`src/adcc_pkg.sv`:
```
// constants, encodings and carrier types shared by the converter control block
package adcc_pkg;

  // -------------------------------------------------------------------------
  // widths
  // -------------------------------------------------------------------------
  localparam int ADDR_W = 3;
  localparam int DATA_W = 8;
  localparam int RESULT_W = 12;
  localparam int CHAN_N = 16;
  localparam int CHAN_W = 4;
  localparam int SRC_W = 3;
  localparam int REF_W = 2;
  localparam int DIV_W = 3;
  localparam int DIV_CNT_W = 7;

  // -------------------------------------------------------------------------
  // register offsets
  // -------------------------------------------------------------------------
  localparam logic [ADDR_W-1:0] OFS_RESULT_HIGH = 3'h0;
  localparam logic [ADDR_W-1:0] OFS_RESULT_LOW = 3'h1;
  localparam logic [ADDR_W-1:0] OFS_CTRL_PRIMARY = 3'h2;
  localparam logic [ADDR_W-1:0] OFS_CTRL_SECONDARY = 3'h3;
  localparam logic [ADDR_W-1:0] OFS_MODE_SENSOR = 3'h4;
  localparam logic [ADDR_W-1:0] OFS_BANDGAP = 3'h5;

  // -------------------------------------------------------------------------
  // field positions
  // -------------------------------------------------------------------------
  localparam int START_BIT = 7;
  localparam int BUSY_BIT = 6;
  localparam int ENABLE_BIT = 5;
  localparam int JUSTIFY_BIT = 4;
  localparam int CHAN_LSB = 0;
  localparam int SRC_LSB = 5;
  localparam int REF_LSB = 3;
  localparam int DIV_LSB = 0;
  localparam int MODE_BIT = 7;
  localparam int RSVD_BIT = 1;
  localparam int TEMP_SENSOR_ENABLE_BIT = 0;
  localparam int BG_BIT = 0;

  // -------------------------------------------------------------------------
  // reset values
  // -------------------------------------------------------------------------
  localparam logic [DATA_W-1:0] PRIMARY_RST = 8'h00;
  localparam logic [DATA_W-1:0] SECONDARY_RST = 8'h00;
  localparam logic [DATA_W-1:0] MODE_SENSOR_RST = 8'h02;
  localparam logic [DATA_W-1:0] BANDGAP_RST = 8'h00;
  localparam logic [RESULT_W-1:0] RESULT_RST = 12'h000;

  // -------------------------------------------------------------------------
  // input source and reference encodings
  // -------------------------------------------------------------------------
  localparam logic [SRC_W-1:0] SRC_EXT_A = 3'h0;
  localparam logic [SRC_W-1:0] SRC_BANDGAP = 3'h1;
  localparam logic [SRC_W-1:0] SRC_TEMP = 3'h2;
  localparam logic [SRC_W-1:0] SRC_AMP0 = 3'h3;
  localparam logic [SRC_W-1:0] SRC_AMP1 = 3'h4;
  localparam logic [SRC_W-1:0] SRC_LINE = 3'h5;
  localparam logic [SRC_W-1:0] SRC_EXT_B = 3'h6;
  localparam logic [SRC_W-1:0] SRC_FORBIDDEN = 3'h7;

  localparam logic [REF_W-1:0] REF_EXT_PIN = 2'h0;
  localparam logic [REF_W-1:0] REF_SUPPLY_A = 2'h1;
  localparam logic [REF_W-1:0] REF_TEMP = 2'h2;
  localparam logic [REF_W-1:0] REF_SUPPLY_B = 2'h3;

  // -------------------------------------------------------------------------
  // carrier types
  // -------------------------------------------------------------------------
  typedef struct packed {
    logic converter_enable;
    logic [CHAN_W-1:0] ext_channel_sel;
    logic [SRC_W-1:0] input_source_sel;
    logic [REF_W-1:0] reference_sel;
    logic [DIV_W-1:0] conv_clock_div_sel;
    logic conv_mode_sel;
    logic temp_sensor_enable;
    logic bandgap_enable;
  } adcc_core_cfg_t;

  typedef struct packed {
    logic ext_channel;
    logic bandgap_voltage;
    logic temp_sensor_output;
    logic sense_amp0_output;
    logic sense_amp1_output;
    logic line_amp_output;
  } adcc_route_t;

  typedef struct packed {
    logic ext_pin;
    logic analog_supply;
    logic temp_sensor_reference;
  } adcc_ref_t;

endpackage

```
`src/adcc_top.sv`:
```
// register block and sequencing for the 12-bit converter control
// Functional notes
// - a conversion starts only when the start bit is written high then low.
// - busy flag sets at launch, clears at completion; writes to it ignored.
// - converter enable zero powers the core off; one powers it.
// - while disabled both result bytes keep the last result.
// - justification bit chooses left or right placement of the 12-bit result.
// - four-bit channel code selects external input of the same index.
// - source field routes external, bandgap, temperature, amplifiers or line.
// - reference field selects external pin, analog supply or sensor reference.
// - clock field divides the system clock by two to its power.
// - mode bit selects normal mode at zero, low-current mode at one.
// - reserved mode register bit one resets to one; software writes one.
// - unimplemented bits of mode and bandgap registers read zero.
// - bandgap enable drives the bandgap; zero leaves its output undriven.
// - a pin chosen as converter input loses other function and pull-up.
// - unused positions of result bytes read zero.
// - completion clearing busy raises the converter interrupt request.
module adcc_top (
  input wire logic core_clk,
  input wire logic rst,
  input wire logic [adcc_pkg::ADDR_W-1:0] reg_addr,
  input wire logic [adcc_pkg::DATA_W-1:0] reg_wdata,
  input wire logic reg_wr,
  input wire logic reg_rd,
  output logic [adcc_pkg::DATA_W-1:0] reg_rdata,
  output logic core_power_on,
  output logic core_start,
  output logic core_conv_clk_en,
  output adcc_pkg::adcc_core_cfg_t core_cfg,
  output adcc_pkg::adcc_route_t core_route,
  output adcc_pkg::adcc_ref_t core_ref,
  output logic [adcc_pkg::CHAN_N-1:0] ext_chan_onehot,
  output logic bandgap_out_en,
  input wire logic core_done,
  input wire logic [adcc_pkg::RESULT_W-1:0] core_result,
  input wire logic [adcc_pkg::CHAN_N-1:0] pin_analog_sel,
  output logic [adcc_pkg::CHAN_N-1:0] pin_func_release,
  output logic [adcc_pkg::CHAN_N-1:0] pin_pullup_off,
  output logic conv_irq_req
);

  // -------------------------------------------------------------------------
  // state and storage
  // -------------------------------------------------------------------------
  typedef enum logic {
    ADCC_IDLE,
    ADCC_BUSY
  } adcc_state_t;

  adcc_state_t state;
  adcc_state_t next_state;

  logic start_bit;
  logic converter_enable;
  logic result_justify_sel;
  logic [adcc_pkg::CHAN_W-1:0] ext_channel_sel;
  logic [adcc_pkg::SRC_W-1:0] input_source_sel;
  logic [adcc_pkg::REF_W-1:0] reference_sel;
  logic [adcc_pkg::DIV_W-1:0] conv_clock_div_sel;
  logic conv_mode_sel;
  logic reserved_fixed_one;
  logic temp_sensor_enable;
  logic bandgap_enable;
  logic [adcc_pkg::RESULT_W-1:0] result_raw;

  logic wr_primary;
  logic wr_secondary;
  logic wr_mode;
  logic wr_bandgap;
  logic launch;
  logic finish;
  logic conv_busy_flag;
  logic [adcc_pkg::SRC_W-1:0] src_wr;
  logic [adcc_pkg::DATA_W-1:0] adc_result_high;
  logic [adcc_pkg::DATA_W-1:0] adc_result_low;
  logic [adcc_pkg::DATA_W-1:0] next_rdata;

  // -------------------------------------------------------------------------
  // write decode
  // -------------------------------------------------------------------------
  always_comb begin
    wr_primary = reg_wr && (reg_addr == adcc_pkg::OFS_CTRL_PRIMARY);
    wr_secondary = reg_wr && (reg_addr == adcc_pkg::OFS_CTRL_SECONDARY);
    wr_mode = reg_wr && (reg_addr == adcc_pkg::OFS_MODE_SENSOR);
    wr_bandgap = reg_wr && (reg_addr == adcc_pkg::OFS_BANDGAP);
    src_wr = reg_wdata[adcc_pkg::SRC_LSB +: adcc_pkg::SRC_W];
  end

  // start bit written low while it stood high, converter on and idle
  always_comb begin
    launch = wr_primary && start_bit
             && !reg_wdata[adcc_pkg::START_BIT]
             && converter_enable
             && (state == ADCC_IDLE);
  end

  // completion counts only for a running conversion of a powered core
  always_comb begin
    finish = (state == ADCC_BUSY) && core_done && converter_enable;
  end

  // -------------------------------------------------------------------------
  // primary control register
  // -------------------------------------------------------------------------
  always_ff @(posedge core_clk) begin
    if (rst) begin
      start_bit <= adcc_pkg::PRIMARY_RST[adcc_pkg::START_BIT];
      converter_enable <= adcc_pkg::PRIMARY_RST[adcc_pkg::ENABLE_BIT];
      result_justify_sel <= adcc_pkg::PRIMARY_RST[adcc_pkg::JUSTIFY_BIT];
      ext_channel_sel <=
        adcc_pkg::PRIMARY_RST[adcc_pkg::CHAN_LSB +: adcc_pkg::CHAN_W];
    end else if (wr_primary) begin
      start_bit <= reg_wdata[adcc_pkg::START_BIT];
      converter_enable <= reg_wdata[adcc_pkg::ENABLE_BIT];
      result_justify_sel <= reg_wdata[adcc_pkg::JUSTIFY_BIT];
      ext_channel_sel <=
        reg_wdata[adcc_pkg::CHAN_LSB +: adcc_pkg::CHAN_W];
    end
  end

  // -------------------------------------------------------------------------
  // secondary control register
  // -------------------------------------------------------------------------
  always_ff @(posedge core_clk) begin
    if (rst) begin
      input_source_sel <=
        adcc_pkg::SECONDARY_RST[adcc_pkg::SRC_LSB +: adcc_pkg::SRC_W];
      reference_sel <=
        adcc_pkg::SECONDARY_RST[adcc_pkg::REF_LSB +: adcc_pkg::REF_W];
      conv_clock_div_sel <=
        adcc_pkg::SECONDARY_RST[adcc_pkg::DIV_LSB +: adcc_pkg::DIV_W];
    end else if (wr_secondary) begin
      // the forbidden source code never lands in the field
      if (src_wr != adcc_pkg::SRC_FORBIDDEN) begin
        input_source_sel <= src_wr;
      end
      reference_sel <=
        reg_wdata[adcc_pkg::REF_LSB +: adcc_pkg::REF_W];
      conv_clock_div_sel <=
        reg_wdata[adcc_pkg::DIV_LSB +: adcc_pkg::DIV_W];
    end
  end

  // -------------------------------------------------------------------------
  // mode, sensor and bandgap registers
  // -------------------------------------------------------------------------
  always_ff @(posedge core_clk) begin
    if (rst) begin
      conv_mode_sel <= adcc_pkg::MODE_SENSOR_RST[adcc_pkg::MODE_BIT];
      reserved_fixed_one <=
        adcc_pkg::MODE_SENSOR_RST[adcc_pkg::RSVD_BIT];
      temp_sensor_enable <= adcc_pkg::MODE_SENSOR_RST[adcc_pkg::TEMP_SENSOR_ENABLE_BIT];
    end else if (wr_mode) begin
      conv_mode_sel <= reg_wdata[adcc_pkg::MODE_BIT];
      reserved_fixed_one <= reg_wdata[adcc_pkg::RSVD_BIT];
      temp_sensor_enable <= reg_wdata[adcc_pkg::TEMP_SENSOR_ENABLE_BIT];
    end
  end

  always_ff @(posedge core_clk) begin
    if (rst) begin
      bandgap_enable <= adcc_pkg::BANDGAP_RST[adcc_pkg::BG_BIT];
    end else if (wr_bandgap) begin
      bandgap_enable <= reg_wdata[adcc_pkg::BG_BIT];
    end
  end

  // -------------------------------------------------------------------------
  // conversion sequencer
  // -------------------------------------------------------------------------
  always_comb begin
    next_state = state;
    unique case (state)
      ADCC_IDLE: begin
        if (launch) begin
          next_state = ADCC_BUSY;
        end
      end
      ADCC_BUSY: begin
        // switching the converter off abandons the conversion
        if (finish || !converter_enable) begin
          next_state = ADCC_IDLE;
        end
      end
    endcase
  end

  always_ff @(posedge core_clk) begin
    if (rst) begin
      state <= ADCC_IDLE;
    end else begin
      state <= next_state;
    end
  end

  always_comb begin
    conv_busy_flag = (state == ADCC_BUSY);
  end

  always_ff @(posedge core_clk) begin
    if (rst) begin
      core_start <= 1'b0;
    end else begin
      core_start <= launch;
    end
  end

  // completion pulse towards the interrupt controller
  always_ff @(posedge core_clk) begin
    if (rst) begin
      conv_irq_req <= 1'b0;
    end else begin
      conv_irq_req <= finish;
    end
  end

  // -------------------------------------------------------------------------
  // result capture
  // -------------------------------------------------------------------------
  always_ff @(posedge core_clk) begin
    if (rst) begin
      result_raw <= adcc_pkg::RESULT_RST;
    end else if (finish) begin
      result_raw <= core_result;
    end
  end

  adcc_result_fmt u_fmt (
    .justify(result_justify_sel),
    .result(result_raw),
    .byte_high(adc_result_high),
    .byte_low(adc_result_low)
  );

  // -------------------------------------------------------------------------
  // converter clock
  // -------------------------------------------------------------------------
  adcc_clk_div #(
    .CNT_W(adcc_pkg::DIV_CNT_W)
  ) u_div (
    .core_clk(core_clk),
    .rst(rst),
    .run(converter_enable),
    .div_sel(conv_clock_div_sel),
    .tick(core_conv_clk_en)
  );

  // -------------------------------------------------------------------------
  // settings and routing towards the analog core
  // -------------------------------------------------------------------------
  always_ff @(posedge core_clk) begin
    if (rst) begin
      core_power_on <= 1'b0;
      bandgap_out_en <= 1'b0;
      core_cfg <= '0;
    end else begin
      core_power_on <= converter_enable;
      bandgap_out_en <= bandgap_enable;
      core_cfg.converter_enable <= converter_enable;
      core_cfg.ext_channel_sel <= ext_channel_sel;
      core_cfg.input_source_sel <= input_source_sel;
      core_cfg.reference_sel <= reference_sel;
      core_cfg.conv_clock_div_sel <= conv_clock_div_sel;
      core_cfg.conv_mode_sel <= conv_mode_sel;
      core_cfg.temp_sensor_enable <= temp_sensor_enable;
      core_cfg.bandgap_enable <= bandgap_enable;
    end
  end

  always_ff @(posedge core_clk) begin
    if (rst) begin
      core_route <= '0;
    end else begin
      core_route <= '0;
      unique case (input_source_sel)
        adcc_pkg::SRC_EXT_A, adcc_pkg::SRC_EXT_B: begin
          core_route.ext_channel <= 1'b1;
        end
        adcc_pkg::SRC_BANDGAP: begin
          core_route.bandgap_voltage <= 1'b1;
        end
        adcc_pkg::SRC_TEMP: begin
          core_route.temp_sensor_output <= 1'b1;
        end
        adcc_pkg::SRC_AMP0: begin
          core_route.sense_amp0_output <= 1'b1;
        end
        adcc_pkg::SRC_AMP1: begin
          core_route.sense_amp1_output <= 1'b1;
        end
        adcc_pkg::SRC_LINE: begin
          core_route.line_amp_output <= 1'b1;
        end
        default: begin
          core_route <= '0;
        end
      endcase
    end
  end

  always_ff @(posedge core_clk) begin
    if (rst) begin
      core_ref <= '0;
    end else begin
      core_ref <= '0;
      unique case (reference_sel)
        adcc_pkg::REF_EXT_PIN: begin
          core_ref.ext_pin <= 1'b1;
        end
        adcc_pkg::REF_SUPPLY_A, adcc_pkg::REF_SUPPLY_B: begin
          core_ref.analog_supply <= 1'b1;
        end
        adcc_pkg::REF_TEMP: begin
          core_ref.temp_sensor_reference <= 1'b1;
        end
      endcase
    end
  end

  // one select line per external input, live only on external routing
  for (genvar i = 0; i < adcc_pkg::CHAN_N; i++) begin : g_chan
    always_ff @(posedge core_clk) begin
      if (rst) begin
        ext_chan_onehot[i] <= 1'b0;
      end else begin
        ext_chan_onehot[i] <=
          (ext_channel_sel == adcc_pkg::CHAN_W'(i))
          && ((input_source_sel == adcc_pkg::SRC_EXT_A)
          || (input_source_sel == adcc_pkg::SRC_EXT_B));
      end
    end
  end

  // pins taken as converter inputs drop their other function and pull-up
  always_ff @(posedge core_clk) begin
    if (rst) begin
      pin_func_release <= '0;
      pin_pullup_off <= '0;
    end else begin
      pin_func_release <= pin_analog_sel;
      pin_pullup_off <= pin_analog_sel;
    end
  end

  // -------------------------------------------------------------------------
  // read path
  // -------------------------------------------------------------------------
  always_comb begin
    next_rdata = '0;
    unique case (reg_addr)
      adcc_pkg::OFS_RESULT_HIGH: begin
        next_rdata = adc_result_high;
      end
      adcc_pkg::OFS_RESULT_LOW: begin
        next_rdata = adc_result_low;
      end
      adcc_pkg::OFS_CTRL_PRIMARY: begin
        next_rdata[adcc_pkg::START_BIT] = start_bit;
        next_rdata[adcc_pkg::BUSY_BIT] = conv_busy_flag;
        next_rdata[adcc_pkg::ENABLE_BIT] = converter_enable;
        next_rdata[adcc_pkg::JUSTIFY_BIT] = result_justify_sel;
        next_rdata[adcc_pkg::CHAN_LSB +: adcc_pkg::CHAN_W] = ext_channel_sel;
      end
      adcc_pkg::OFS_CTRL_SECONDARY: begin
        next_rdata[adcc_pkg::SRC_LSB +: adcc_pkg::SRC_W] = input_source_sel;
        next_rdata[adcc_pkg::REF_LSB +: adcc_pkg::REF_W] = reference_sel;
        next_rdata[adcc_pkg::DIV_LSB +: adcc_pkg::DIV_W] = conv_clock_div_sel;
      end
      adcc_pkg::OFS_MODE_SENSOR: begin
        next_rdata[adcc_pkg::MODE_BIT] = conv_mode_sel;
        next_rdata[adcc_pkg::RSVD_BIT] = reserved_fixed_one;
        next_rdata[adcc_pkg::TEMP_SENSOR_ENABLE_BIT] = temp_sensor_enable;
      end
      adcc_pkg::OFS_BANDGAP: begin
        next_rdata[adcc_pkg::BG_BIT] = bandgap_enable;
      end
      default: begin
        next_rdata = '0;
      end
    endcase
  end

  // read data stand only in the cycle after the strobe
  always_ff @(posedge core_clk) begin
    if (rst) begin
      reg_rdata <= '0;
    end else if (reg_rd) begin
      reg_rdata <= next_rdata;
    end else begin
      reg_rdata <= '0;
    end
  end

endmodule

```
`src/adcc_clk_div.sv`:
```
// power-of-two divider that makes the converter clock enable pulse
module adcc_clk_div #(
  parameter int CNT_W = adcc_pkg::DIV_CNT_W
) (
  input wire logic core_clk,
  input wire logic rst,
  input wire logic run,
  input wire logic [adcc_pkg::DIV_W-1:0] div_sel,
  output logic tick
);

  logic [CNT_W-1:0] cnt;
  logic [CNT_W:0] full;
  logic [CNT_W-1:0] last;

  // divide by two raised to div_sel: last count is 2**sel - 1
  always_comb begin
    full = {{CNT_W{1'b0}}, 1'b1} << div_sel;
    last = CNT_W'(full - 1'b1);
  end

  always_ff @(posedge core_clk) begin
    if (rst || !run) begin
      cnt <= '0;
    end else if (cnt >= last) begin
      cnt <= '0;
    end else begin
      cnt <= cnt + 1'b1;
    end
  end

  always_ff @(posedge core_clk) begin
    if (rst || !run) begin
      tick <= 1'b0;
    end else begin
      tick <= (cnt >= last);
    end
  end

endmodule

```
`src/adcc_result_fmt.sv`:
```
// places the 12-bit result into the two data bytes per justification
module adcc_result_fmt (
  input wire logic justify,
  input wire logic [adcc_pkg::RESULT_W-1:0] result,
  output logic [adcc_pkg::DATA_W-1:0] byte_high,
  output logic [adcc_pkg::DATA_W-1:0] byte_low
);

  // unused positions are zero in both formats
  always_comb begin
    if (justify) begin
      byte_high = {4'h0, result[11:8]};
      byte_low = result[7:0];
    end else begin
      byte_high = result[11:4];
      byte_low = {result[3:0], 4'h0};
    end
  end

endmodule

```
`config.mk`:
```
export PLATFORM = sky130hd
export DESIGN_NAME = adcc_top
export DESIGN_NICKNAME = d
export VERILOG_FILES = /design/src/adcc_pkg.sv /design/src/adcc_top.sv /design/src/adcc_clk_div.sv /design/src/adcc_result_fmt.sv
export SDC_FILE = /design/constraint.sdc
export NUM_CORES = 1
export LEC_CHECK = 0
export ABC_AREA = 1
export BUFFER_PORTS_ARGS = -buffer_cell sky130_fd_sc_hd__buf_2
export CAP_MARGIN = 20
export CORE_UTILIZATION = 30
export DETAILED_ROUTE_END_ITERATION = 8
export GPL_ROUTABILITY_DRIVEN = 0
export HOLD_SLACK_MARGIN = 0.05
export PLACE_DENSITY = 0.62
export SETUP_SLACK_MARGIN = 0.5
export SLEW_MARGIN = 20
export SYNTH_ARGS = -nofsm -noshare
export SYNTH_HDL_FRONTEND = slang
export SYNTH_SLANG_ARGS = --single-unit
```
`constraint.sdc`:
```
create_clock -name core_clk -period 3 [get_ports core_clk]
set_input_delay 0.6 -clock core_clk [delete_from_list [all_inputs] [get_ports core_clk]]
set_output_delay 0.6 -clock core_clk [all_outputs]
set_load 0.02 [all_outputs]
```
# After elaboration in Yosys (flattened, before gate mapping)
# Cells that the tools add are included.
word_totals:
  elab_cells: 146
  ff_bits: 107
  out_inout_bits: 86
  input_bits: 44
op_classes:
  muxes: 18
  add_sub_neg: 2
  n_bitwise: 2
  n_reduce_logical: 40
  n_eq_ne: 30
  order_cmp: 1
  n_shift: 1
op_table:
  columns: ["cell", "n"]
  rows:
  - ["$eq 4x4->1 const B", 8]
  - ["$logic_and 1x1->1", 26]
  - ["$pmux 5 s4", 1]
  - ["$eq 4x3->1 const B", 4]
  - ["$mux 8", 2]
  - ["$eq 3x3->1 const B", 5]
  - ["$eq 3x2->1 const B", 4]
  - ["$mux 1", 11]
  - ["$pmux 1 s5", 2]
  - ["$eq 4x2->1 const B", 2]
  - ["$reduce_or 2->1", 4]
  - ["$add 7x1->7 const B", 1]
  - ["$ge 7x7->1", 1]
  - ["$shl 1x3->7 const A", 1]
  - ["$sub 7x1->7 const B", 1]
  - ["$eq 3x1->1 const B", 2]
  - ["$logic_not 3->1", 2]
  - ["$pmux 1 s6", 1]
  - ["$eq 2x2->1 const B", 2]
  - ["$eq 4x1->1 const B", 1]
  - ["$logic_not 4->1", 1]
  - ["$logic_or 1x1->1", 3]
  - ["$ne 3x3->1 const B", 1]
  - ["$eq 2x1->1 const B", 1]
  - ["5 further kinds", 7]

# Longest topological paths before layout
# Gate-level depths: netlist of run 1.
depth:
  ltp_word: 8
  depth_mapped: 13
  mapped_depth_nobuf: 13

# Cells and area by module
# From an unflattened synthesis of run 1, not the netlist that was laid out.
unflattened:
  hier_cells: 534
  hier_area_um2: 4137.7
by_module_without_submodules:
  columns: ["mod", "instances", "seq_area_each_um2", "cells_each", "area_each_um2"]
  rows:
  - ["adcc_top", 1, 1981.9, 416, 3418.3]
  - ["adcc_clk_div", 1, 160.2, 75, 539.3]
  - ["adcc_result_fmt", 1, 0.0, 43, 180.2]

# Worst setup path after synthesis of run 1
# No wires, ideal clock.
synth_path:
  path_kind: "register to register"
  from: "register conv_clock_div_sel[2] in the netlist's numbering"
  to: "register u_div.cnt[0]"
  required_time_ns: 2.930
  synth_period_minus_slack_ns: 2.185
  setup_time_ns: 0.070
  arrival_ns: 2.115
  stages_incl_launch_ff: 13
  setup_slack_ns: 0.815
  n_path_buf: 0
  path_cell_list: "dfxtp_1 clkinv_1 nand2_1 ha_1 o21ai_0 a21oi_1 xor2_1 ha_1 nand2_1 inv_1 a21oi_1 nand4_1 nor2_1"
synth_via:
  elab_chain_len: 4
synth_rtl:
  columns: ["item", "line", "rtl"]
  rows:
  - ["from (decl)", "adcc_top.sv:60", "logic [adcc_pkg::DIV_W-1:0] conv_clock_div_sel;"]
  - ["from (signal assigned)", "adcc_top.sv:131", "conv_clock_div_sel <="]
  - ["from (signal assigned)", "adcc_top.sv:140", "conv_clock_div_sel <="]
  - ["$shl 1x3->7", "adcc_clk_div.sv:18", "full = {{CNT_W{1'b0}}, 1'b1} << div_sel;"]
  - ["$sub 7x1->7", "adcc_clk_div.sv:19", "last = CNT_W'(full - 1'b1);"]
  - ["$ge 7x7->1", "adcc_clk_div.sv:25", "end else if (cnt >= last) begin"]
  - ["$reduce_or 2->1 (no source line)", null, null]
  - ["to (signal assigned)", "adcc_clk_div.sv:28", "cnt <= cnt + 1'b1;"]
  - ["to (decl)", "adcc_clk_div.sv:12", "logic [CNT_W-1:0] cnt;"]
# Every way passes these cells.
# A chain may end at the register's enable or synchronous reset.

# Worst setup path after layout of run 1
layout_path:
  from: "register conv_clock_div_sel[0] in the netlist's numbering"
  to: "register u_div.cnt[2]"
# The elaborated chain is that of the path after synthesis.

==> impl_metrics.tcl, run 1 <==
set metrics [dict create \
    ctsLongestPathBuffers 2 \
    ys_ff_latch 107 \
    worstPathArrival_ps 2620 \
    syn_nets 554 \
    syn_area_sq_mm 0.00405 \
    pre_cts_slack_ps 392 \
    synth_top_cell_by_area "dfxtp_1" \
    final_hold_viol_count 0 \
    clk_pin_slew_ps 70 \
    clkLatencyLatePin_ps 350 \
    path_class "register to register" \
    crit_required_ps 3280 \
    powerDensity_mw_per_mm2 574 \
    syn2layout_area_growth_pct 24.0 \
    multiInputGateArea_sq_mm 0.00146 \
    cts_num_sinks 107 \
    grt_pass1_wl_mm 15.6 \
    cts_tree "yes" \
    status "finished, final reports clean" \
    cts.htree.levels 3 \
    grt_max_degree 33 \
    dieArea_sq_mm 0.0140 \
    max_freq_mhz 428 \
    max_cap_viol_count 0 \
    diodes 0 \
    holdWs_ps 434 \
    ys_seq_area_frac 0.529 \
    finalMaxSlewViolations 0 \
    max_slew.worst_pin.slew_ps 534 \
    synth_top_area_share 0.529 \
    dp_hpwl_mm 7.22 \
    dr.pass1.iters 5 \
    hold_buffers 0 \
    final_antenna_net_count 0 \
    io_buffers 129 \
    die_h_um 118 \
    finalCritPeriodShare 0.779 \
    ir_drop_mv 0.242 \
    post_drt_via_cell_ratio 4.38 \
    fin_worst_skew_ps 6.59 \
    startpoint "conv_clock_div_sel[0]$_SDFFE_PP0P_" \
    synth-edff-count 0 \
    core_sq_mm 0.0132 \
    setup_viol 0 \
    synth_cell_type_count 30 \
    cts-root-buf "clkbuf_16" \
    first_iter_violations 234 \
    synth_area_per_cell_sq_um 8.09 \
    grt.total_usage 0.140 \
    r2r_start "conv_clock_div_sel[0]$_SDFFE_PP0P_" \
    finalWorstSetupSlack_ps 663 \
    min_path_type "register to register" \
    overflow 0 \
    io_pins 130 \
    antenna_found_initial 0 \
    wl_per_cell_um 11.9 \
    cp_num_buf_inv 2 \
    drt_wl_total_mm 9.39 \
    drc_errors 0 \
    initial_utilization 0.307 \
    regArea_sq_mm 0.00214 \
    postSynth.asyncResetShare 0 \
    yosysWarnings 0 \
    path_max_fanout 7 \
    max_stage_delay_ps 340 \
    most-common-layout-cells "buf_2, dfxtp_1, nor2_1, nand2_1, inv_1" \
    synth_flop_cell "dfxtp_1" \
    fin_tns_setup_ps 0 \
    drive_above_1_share 0.261 \
    path_cells "nor2_1 -> nand2_1 -> ha_1 -> o21ai_1 -> a21oi_1 -> xor2_1 -> ha_1 -> nand2_1 -> inv_1 -> a21oi_2 -> nand4_1 -> buf_4 -> nor2_1" \
    nFillCells 1379 \
    rows 42 \
    netlist_instances 501 \
    cts_buffers 9 \
    grt_pass1_vias 3272 \
    fin_nets 665 \
    cp-end-kind "register" \
    max-slew-margin-rel 0.644 \
    leakagePower_nw 2.38 \
    post-route-min-period_ps 2340 \
    via_count 3467 \
    hp-start "reference_sel[1]$_SDFFE_PP0P_" \
    cp_top_family "simple AND/OR/NAND/NOR gates" \
    cp_slowest_cell "dfxtp_1" \
    die_x_um 118 \
    critPathLaunchType "register" \
    rsz0062_at_grt "false" \
    synthTopCellsByArea "dfxtp_1, nor2_1, nand2_1, inv_1, o21ai_0" \
    layout_commonest_cell "buf_2" \
]
-- state kept, by name (all words and copies together), names as in the netlist, 4 cells and up --
register,cells
ext_chan_onehot,16
pin_pullup_off,16
core_cfg,15
result_raw,12
reg_rdata,8
u_div.cnt,7
core_route,6
ext_channel_sel,4
-- power breakdown --
part,internal [mW],total [mW],switching [mW]
Sequential,1.45,1.47,0.0172
Combinational,0.0860,0.253,0.167
Clock,0.665,1.16,0.496
Total,2.20,2.88,0.680
-- stage by stage --
step                cells  power, mW  utilization  cell area, sq um
CTS                   792       2.92        0.380              5020
global placement      776       1.75        0.358              4720
global route          792       3.01        0.381              5020
floorplan             501       1.68            -              4050
detailed placement    776       1.75        0.358              4720
finish                792       2.88        0.381              5020
-- Yosys cell counts (2+ instances only) --
master    count
nand3b_1      4
xor2_1        3
buf_6         4
nand2_1      65
inv_1        58
clkbuf_1      5
ha_1          9
nand4_1       3
xnor2_1       5
buf_1         3
nand3_1      27
dfxtp_1     107
buf_2         3
buf_4        18
nor2_1       96
inv_2         2
a21oi_1      32
o21ai_1       6
nor3_1        3
nor2_4        2
o21ai_0      37
-- layer usage --
metal | track usage | share of wire | up-vias
li1 | - | - | 1780
met2 | 0.229 | 0.47 | 102
met5 | 0 | 0 | -
met3 | 0.0290 | 0.055 | 15
met1 | 0.174 | 0.45 | 1570
met4 | 0.0745 | 0.025 | 0
-- final cells by class --
class | count | share of cell area
Clock buffer | 11 | 0.0483
Clock inverter | 4 | 0.0102
Inverter | 61 | 0.0458
Multi-Input combinational cell | 300 | 0.291
Sequential cell | 107 | 0.427
Tap cell | 176 | 0.0438
Timing Repair Buffer | 133 | 0.134
-- worst paths after layout --
| path | endpoint | slack [ps] | cells past startpoint |
|---|---|---|---|
| worst max-delay path | u_div.cnt[2]$_SDFF_PP0_ | 660 | 13 |
| worst min-delay path | core_ref[2]$_SDFF_PP0_ | 430 | 1 |
| worst max register to register | u_div.cnt[2]$_SDFF_PP0_ | 660 | 13 |
| worst min register to register | core_ref[2]$_SDFF_PP0_ | 430 | 1 |
-- cells by family after synthesis --
family | count (synthesis) | share of synthesized area
and+or+nand+nor | 205 | 0.216
xor gates and xnor gates | 8 | 0.0173
DFF | 107 | 0.529
adders and majority gates | 9 | 0.0278
AOI/OAI and AO/OA | 78 | 0.0982
buffers and inverters | 94 | 0.112
-- timing repair --
item / in CTS / in global routing
pin swaps: 1 / 0
resized for setup: 1 / 4
setup buffers: 1 / 0
setup endpoints to repair: 7 / 8
(Power assumes the default switching activity.)
==> inputs of run 2 (changes only) <==
--- a/config.mk
+++ b/config.mk
@@ -12,7 +12,7 @@
 export DETAILED_ROUTE_END_ITERATION = 8
 export GPL_ROUTABILITY_DRIVEN = 0
 export HOLD_SLACK_MARGIN = 0.05
-export PLACE_DENSITY = 0.62
+export PLACE_DENSITY = 0.64
 export SETUP_SLACK_MARGIN = 0.5
 export SLEW_MARGIN = 20
 export SYNTH_ARGS = -nofsm -noshare
==> constraint.sdc (replaced) <==
create_clock -name core_clk -period 2.05 [get_ports core_clk]
set_input_delay 0.41 -clock core_clk [delete_from_list [all_inputs] [get_ports core_clk]]
set_output_delay 0.41 -clock core_clk [all_outputs]
set_load 0.02 [all_outputs]
==> run 2 against run 1 <==
Compared with the run above:
- the flow now finishes with violations (setup timing)
- total power up 50%
- final area is 4.3% higher
- clock skew increased by 1.0 ps
- core utilization grew 1.6 points
- combinational power grew 66%
- clock power rose by 52%
- global-route usage grew 0.21 points
- sequential share of layout area down 1.6 points
- first-iteration DRC count is 3.8% lower
- via count grew 0.17%
- sequential power grew 46%
- non-clock buffer count increased by 14
==> impl_metrics.tcl, run 2 (same netlist as run 1, synthesis figures left out) <==
set metrics [dict create \
    status "complete, but fails checks" \
    violations "setup timing" \
    dp_hpwl_mm 7.25 \
    ctsLongestPathBuffers 2 \
    cts-root-buf "clkbuf_16" \
    cts_buffers 9 \
    cp_num_buf_inv 2 \
    path_cells "nor2_4 -> nand2_2 -> ha_4 -> o21ai_4 -> a21oi_2 -> xor2_1 -> ha_1 -> nand2_2 -> inv_2 -> a21oi_2 -> nand4_1 -> buf_6 -> nor2_4" \
    max_cap_viol_count 0 \
    layout_commonest_cell "buf_2" \
    core_sq_mm 0.0132 \
    syn2layout_area_growth_pct 29.3 \
    post-route-util 0.397 \
    clkLatencyLatePin_ps 350 \
    dpl-instance-area_sq_mm 0.00484 \
    cp-end-kind "register" \
    leakagePower_nw 2.46 \
    via_count 3473 \
    grt_pass1_vias 3232 \
    finalInstanceArea_sq_mm 0.00524 \
    max_slew.worst_pin.slew_ps 367 \
    path_class "register to register" \
    cts.htree.levels 3 \
    critPathLaunchType "register" \
    min_path_type "input port to register" \
    setup_viol 4 \
    diodes 0 \
    final_antenna_net_count 0 \
    reg.largest.list "ext_chan_onehot: 16 flops, pin_pullup_off: 16 flops, core_cfg: 15 flops" \
    drive_above_1_share 0.307 \
    dieArea_sq_mm 0.0140 \
    max_stage_delay_ps 360 \
    worstPathArrival_ps 2350 \
    setup.worst_path.end "u_div.cnt[0]$_SDFF_PP0_" \
    initial_utilization 0.307 \
    grt_pass1_wl_mm 15.6 \
    max_freq_mhz 486 \
    multiInputGateArea_sq_mm 0.00154 \
    cp_top_family "adder cells" \
    path_max_fanout 7 \
    io_buffers 129 \
    antenna_found_initial 0 \
    ir_drop_mv 0.412 \
    drc_errors 0 \
    post_drt_via_cell_ratio 4.30 \
    pre_cts_slack_ps 10.0 \
    finalCritPeriodShare 1.00 \
    crit_required_ps 2340 \
    first_iter_violations 225 \
    fin_worst_skew_ps 7.61 \
    fin_nets 679 \
    die_x_um 118 \
    cts_tree "yes" \
    r2r-end "u_div.cnt[0]$_SDFF_PP0_" \
    nFillCells 1372 \
    wl_per_cell_um 12.0 \
    cp_num_cells 13 \
    grt_max_degree 33 \
    r2r_start "conv_clock_div_sel[1]$_SDFFE_PP0P_" \
    grt.total_usage 0.142 \
    max-slew-margin-rel 0.755 \
    cts_num_sinks 107 \
    rows 42 \
    r2r_slack_ps -9 \
    overflow 0 \
    clk_pin_slew_ps 70 \
    finalMaxSlewViolations 0 \
    finalWorstSetupSlack_ps -9.31 \
    powerDensity_mw_per_mm2 826 \
    post-route-min-period_ps 2060 \
    io_pins 130 \
    most-common-layout-cells "buf_2, dfxtp_1, nor2_1, nand2_1, inv_1" \
    rsz0062_at_grt "true" \
    startpoint "conv_clock_div_sel[1]$_SDFFE_PP0P_" \
    hold_depth 3 \
    reg2reg_depth 13 \
    cp_slowest_cell "dfxtp_4" \
    die_h_um 118 \
    hold_buffers 0 \
    dr.pass1.iters 4 \
    holdWs_ps 262 \
    final_hold_viol_count 0 \
    drt_wl_total_mm 9.68 \
    regArea_sq_mm 0.00215 \
]
==> run 2: repair_timing <==
item / 4_1_cts / 5_1_grt
buffers inserted: 5 / 1
endpoints found under the setup margin: 8 / 8
pin swaps: 10 / 9
gates resized for setup: 5 / 12
==> run 2: where the power goes <==
group | internal (mW) | switching, mW
sequential | 2.12 | 0.0239
clock | 0.986 | 0.775
combinational | 0.159 | 0.261
total | 3.27 | 1.06
==> run 2: how the worst min path moves through the flow <==
| stage | start | endpoint |
|---|---|---|
| 2_1_floorplan | reference_sel[1]$_SDFFE_PP0P_ | core_ref[2]$_SDFF_PP0_ |
| 3_3_place_gp | reference_sel[1]$_SDFFE_PP0P_ | core_ref[2]$_SDFF_PP0_ |
| 3_5_place_dp | reference_sel[1]$_SDFFE_PP0P_ | core_ref[2]$_SDFF_PP0_ |
| 4_1_cts | pin_analog_sel[15] | pin_pullup_off[15]$_SDFF_PP0_ |
| 5_1_grt | pin_analog_sel[13] | pin_pullup_off[13]$_SDFF_PP0_ |
| 6_report | pin_analog_sel[15] | pin_pullup_off[15]$_SDFF_PP0_ |
==> run 2: per-layer routing <==
metal	GRT usage	vias to the layer above	part of all wire
met5	0	-	0
met4	0.0769	0	0.026
met3	0.0227	19	0.047
met2	0.240	100	0.48
met1	0.174	1551	0.45
li1	-	1803	-
==> run 2: final cells by class <==
class	instances	area share
Clock buffer	11	0.0463
Timing Repair Buffer	147	0.150
Inverter	61	0.0447
Tap cell	176	0.0420
Sequential cell	107	0.411
Multi-Input combinational cell	300	0.294
Clock inverter	5	0.0115
==> run 2: metrics by stage <==
step	power (mW)	std cells	setup TNS, ps
floorplan	2.46	501	0
global placement	2.58	785	0
detailed placement	2.59	785	0
CTS	4.35	806	0
global route	4.51	807	-616
finish	4.33	807	-17.7
==> run 2: worst register-to-register path, delay by kind of cell (launching register included) <==
kind                     cells  cell delay, ps
AND/OR/NAND/NOR              5             490
adder cells (fa/ha/maj)      2             490
flip-flops                   1             360
AO/OA/AOI/OAI                3             280
buffers and inverters        2             230
XOR/XNOR                     1             140
==> inputs of run 3 (changes only) <==
--- a/config.mk
+++ b/config.mk
@@ -13,6 +13,7 @@
 export GPL_ROUTABILITY_DRIVEN = 0
 export HOLD_SLACK_MARGIN = 0.05
 export PLACE_DENSITY = 0.64
+export REMOVE_ABC_BUFFERS = 1
 export SETUP_SLACK_MARGIN = 0.5
 export SLEW_MARGIN = 20
 export SYNTH_ARGS = -nofsm -noshare
==> run 3 against run 2 <==
Compared with the run above:
- clock skew decreased by 0.83 ps
- sequential share of layout area fell by 0.28 points
- first-iteration DRC count decreased by 17%
- core utilization increased by 0.23 points
- non-clock buffer count increased by 6
- combinational power grew 5.0%
- count of clock-buffer cells in the layout rose by 2
- via count rose by 0.49%
- the flow still finishes with violations (setup timing)
- highest routed layer unchanged
- sequential power about the same
==> impl_metrics.tcl, run 3 (same netlist as run 1, synthesis figures left out) <==
set metrics [dict create \
    r2r_slack_ps -10 \
    core_sq_mm 0.0132 \
    clk_pin_slew_ps 70 \
    r2r-end "u_div.cnt[2]$_SDFF_PP0_" \
    max_freq_mhz 484 \
    diodes 0 \
    met1_usage 0.177 \
    most-common-layout-cells "buf_2, dfxtp_1, nor2_1, nand2_1, inv_1" \
    cts.htree.levels 3 \
    cts_tree "yes" \
    status "complete, but fails checks" \
    post-route-min-period_ps 2060 \
    reg2reg_depth 13 \
    dr.pass1.iters 4 \
    finalMaxSlewViolations 0 \
    grtUsageMet3 0.0328 \
    grt_util_met2 0.229 \
    powerDensity_mw_per_mm2 802 \
    antenna_found_initial 0 \
    setup.worst_path.end "u_div.cnt[2]$_SDFF_PP0_" \
    grt_pass1_vias 3245 \
    initial_utilization 0.307 \
    crit_required_ps 2330 \
    path_class "register to register" \
    nFillCells 1347 \
    die_x_um 118 \
    rows 42 \
    holdWs_ps 269 \
    dpl-instance-area_sq_mm 0.00481 \
    drive_above_1_share 0.314 \
    regArea_sq_mm 0.00215 \
    r2r_start "conv_clock_div_sel[1]$_SDFFE_PP0P_" \
    rsz0062_at_grt "true" \
    cts_buffers 9 \
    finalCritPeriodShare 1.01 \
    cts-root-buf "clkbuf_16" \
    worstPathArrival_ps 2340 \
    leakagePower_nw 2.49 \
    dp_hpwl_mm 7.12 \
    via_count 3490 \
    die_h_um 118 \
    final_hold_viol_count 0 \
    max_slew.worst_pin.slew_ps 397 \
    reg.largest.list "ext_chan_onehot: 16 flops, pin_pullup_off: 16 flops, core_cfg: 15 flops" \
    io_pins 130 \
    syn2layout_area_growth_pct 30.0 \
    critPathLaunchType "register" \
    first_iter_violations 187 \
    ir_drop_mv 0.400 \
    max_cap_viol_count 0 \
    post_drt_via_cell_ratio 4.29 \
    hold_buffers 0 \
    grt_pass1_wl_mm 15.5 \
    wl_per_cell_um 11.8 \
    io_buffers 129 \
    grt.total_usage 0.139 \
    final_antenna_net_count 0 \
    violations "setup timing" \
    post-route-util 0.399 \
    clkLatencyLatePin_ps 340 \
    fin_nets 685 \
    max-slew-margin-rel 0.734 \
    finalInstanceArea_sq_mm 0.00527 \
    multiInputGateArea_sq_mm 0.00155 \
    drc_errors 0 \
    dieArea_sq_mm 0.0140 \
    busiest_layer "met2" \
    drt_wl_total_mm 9.62 \
    layout_commonest_cell "buf_2" \
    startpoint "conv_clock_div_sel[1]$_SDFFE_PP0P_" \
    cp-end-kind "register" \
    ctsLongestPathBuffers 2 \
    finalWorstSetupSlack_ps -15.0 \
    fin_worst_skew_ps 6.77 \
    min_path_type "input port to register" \
    pre_cts_slack_ps -92.7 \
    path_max_fanout 7 \
    cts_num_sinks 107 \
    overflow 0 \
    setup_viol 5 \
    grt_max_degree 33 \
]
-- run 3: cell count changes in the layout (fill, tap and decap cells not counted), sizes merged --
cell / change
buf: +6
bufinv: -1
clkbuf: +2
clkinvlp: -1
-- run 3: worst min path at each step --
stage	startpoint	end	slack, ps	cells past startpoint
after detailed placement	reference_sel[1]$_SDFFE_PP0P_	core_ref[2]$_SDFF_PP0_	420	1
after global routing	pin_analog_sel[12]	pin_pullup_off[12]$_SDFF_PP0_	260	3
after global placement	reference_sel[1]$_SDFFE_PP0P_	core_ref[2]$_SDFF_PP0_	420	1
final	pin_analog_sel[7]	pin_pullup_off[7]$_SDFF_PP0_	270	3
after floorplan	reference_sel[1]$_SDFFE_PP0P_	core_ref[2]$_SDFF_PP0_	390	1
after CTS	pin_analog_sel[14]	pin_pullup_off[14]$_SDFF_PP0_	260	3
-- run 3: area by class of cell --
type	instances	share of cell area
Sequential cell	107	0.408
Multi-Input combinational cell	300	0.294
Timing Repair Buffer	153	0.159
Clock buffer	13	0.0494
Inverter	61	0.0439
Tap cell	176	0.0418
Clock inverter	3	0.00404
-- run 3: metrics by stage --
| stage | power (mW) | TNS (ps) | instances |
|---|---|---|---|
| 2_1_floorplan | 2.40 | -954 | 468 |
| 3_3_place_gp | 2.58 | -31.5 | 789 |
| 3_5_place_dp | 2.58 | -611 | 789 |
| 4_1_cts | 4.25 | 0 | 812 |
| 5_1_grt | 4.43 | -1060 | 813 |
| 6_report | 4.22 | -62.9 | 813 |
-- run 3: worst max-delay path: stages (launching register included) --
cell and delay [ps]:
dfxtp_4 360, inv_1 90, nand3_2 100, ha_4 180
o21ai_4 70, buf_4 140, xnor2_1 110, ha_1 280
nand2_1 90, nand2_2 60, a21oi_4 130, nand4_1 120
buf_6 170, nor2_1 90
-- run 3: timing repair --
action                     CTS  global route
setup endpoints to repair    8             8
setup buffers                7             1
gates resized for setup     16            20
pin swaps                   17            13
-- run 3: layer usage --
layer / vias up / part of all wire
met2: 99 / 0.45
met1: 1561 / 0.47
met5: - / 0
met3: 13 / 0.061
li1: 1817 / -
met4: 0 / 0.014
-- run 3: report_power, final --
part / total, mW / switching, mW / internal, mW
Combinational: 0.442 / 0.270 / 0.172
Sequential: 2.15 / 0.0240 / 2.12
Clock: 1.63 / 0.739 / 0.895
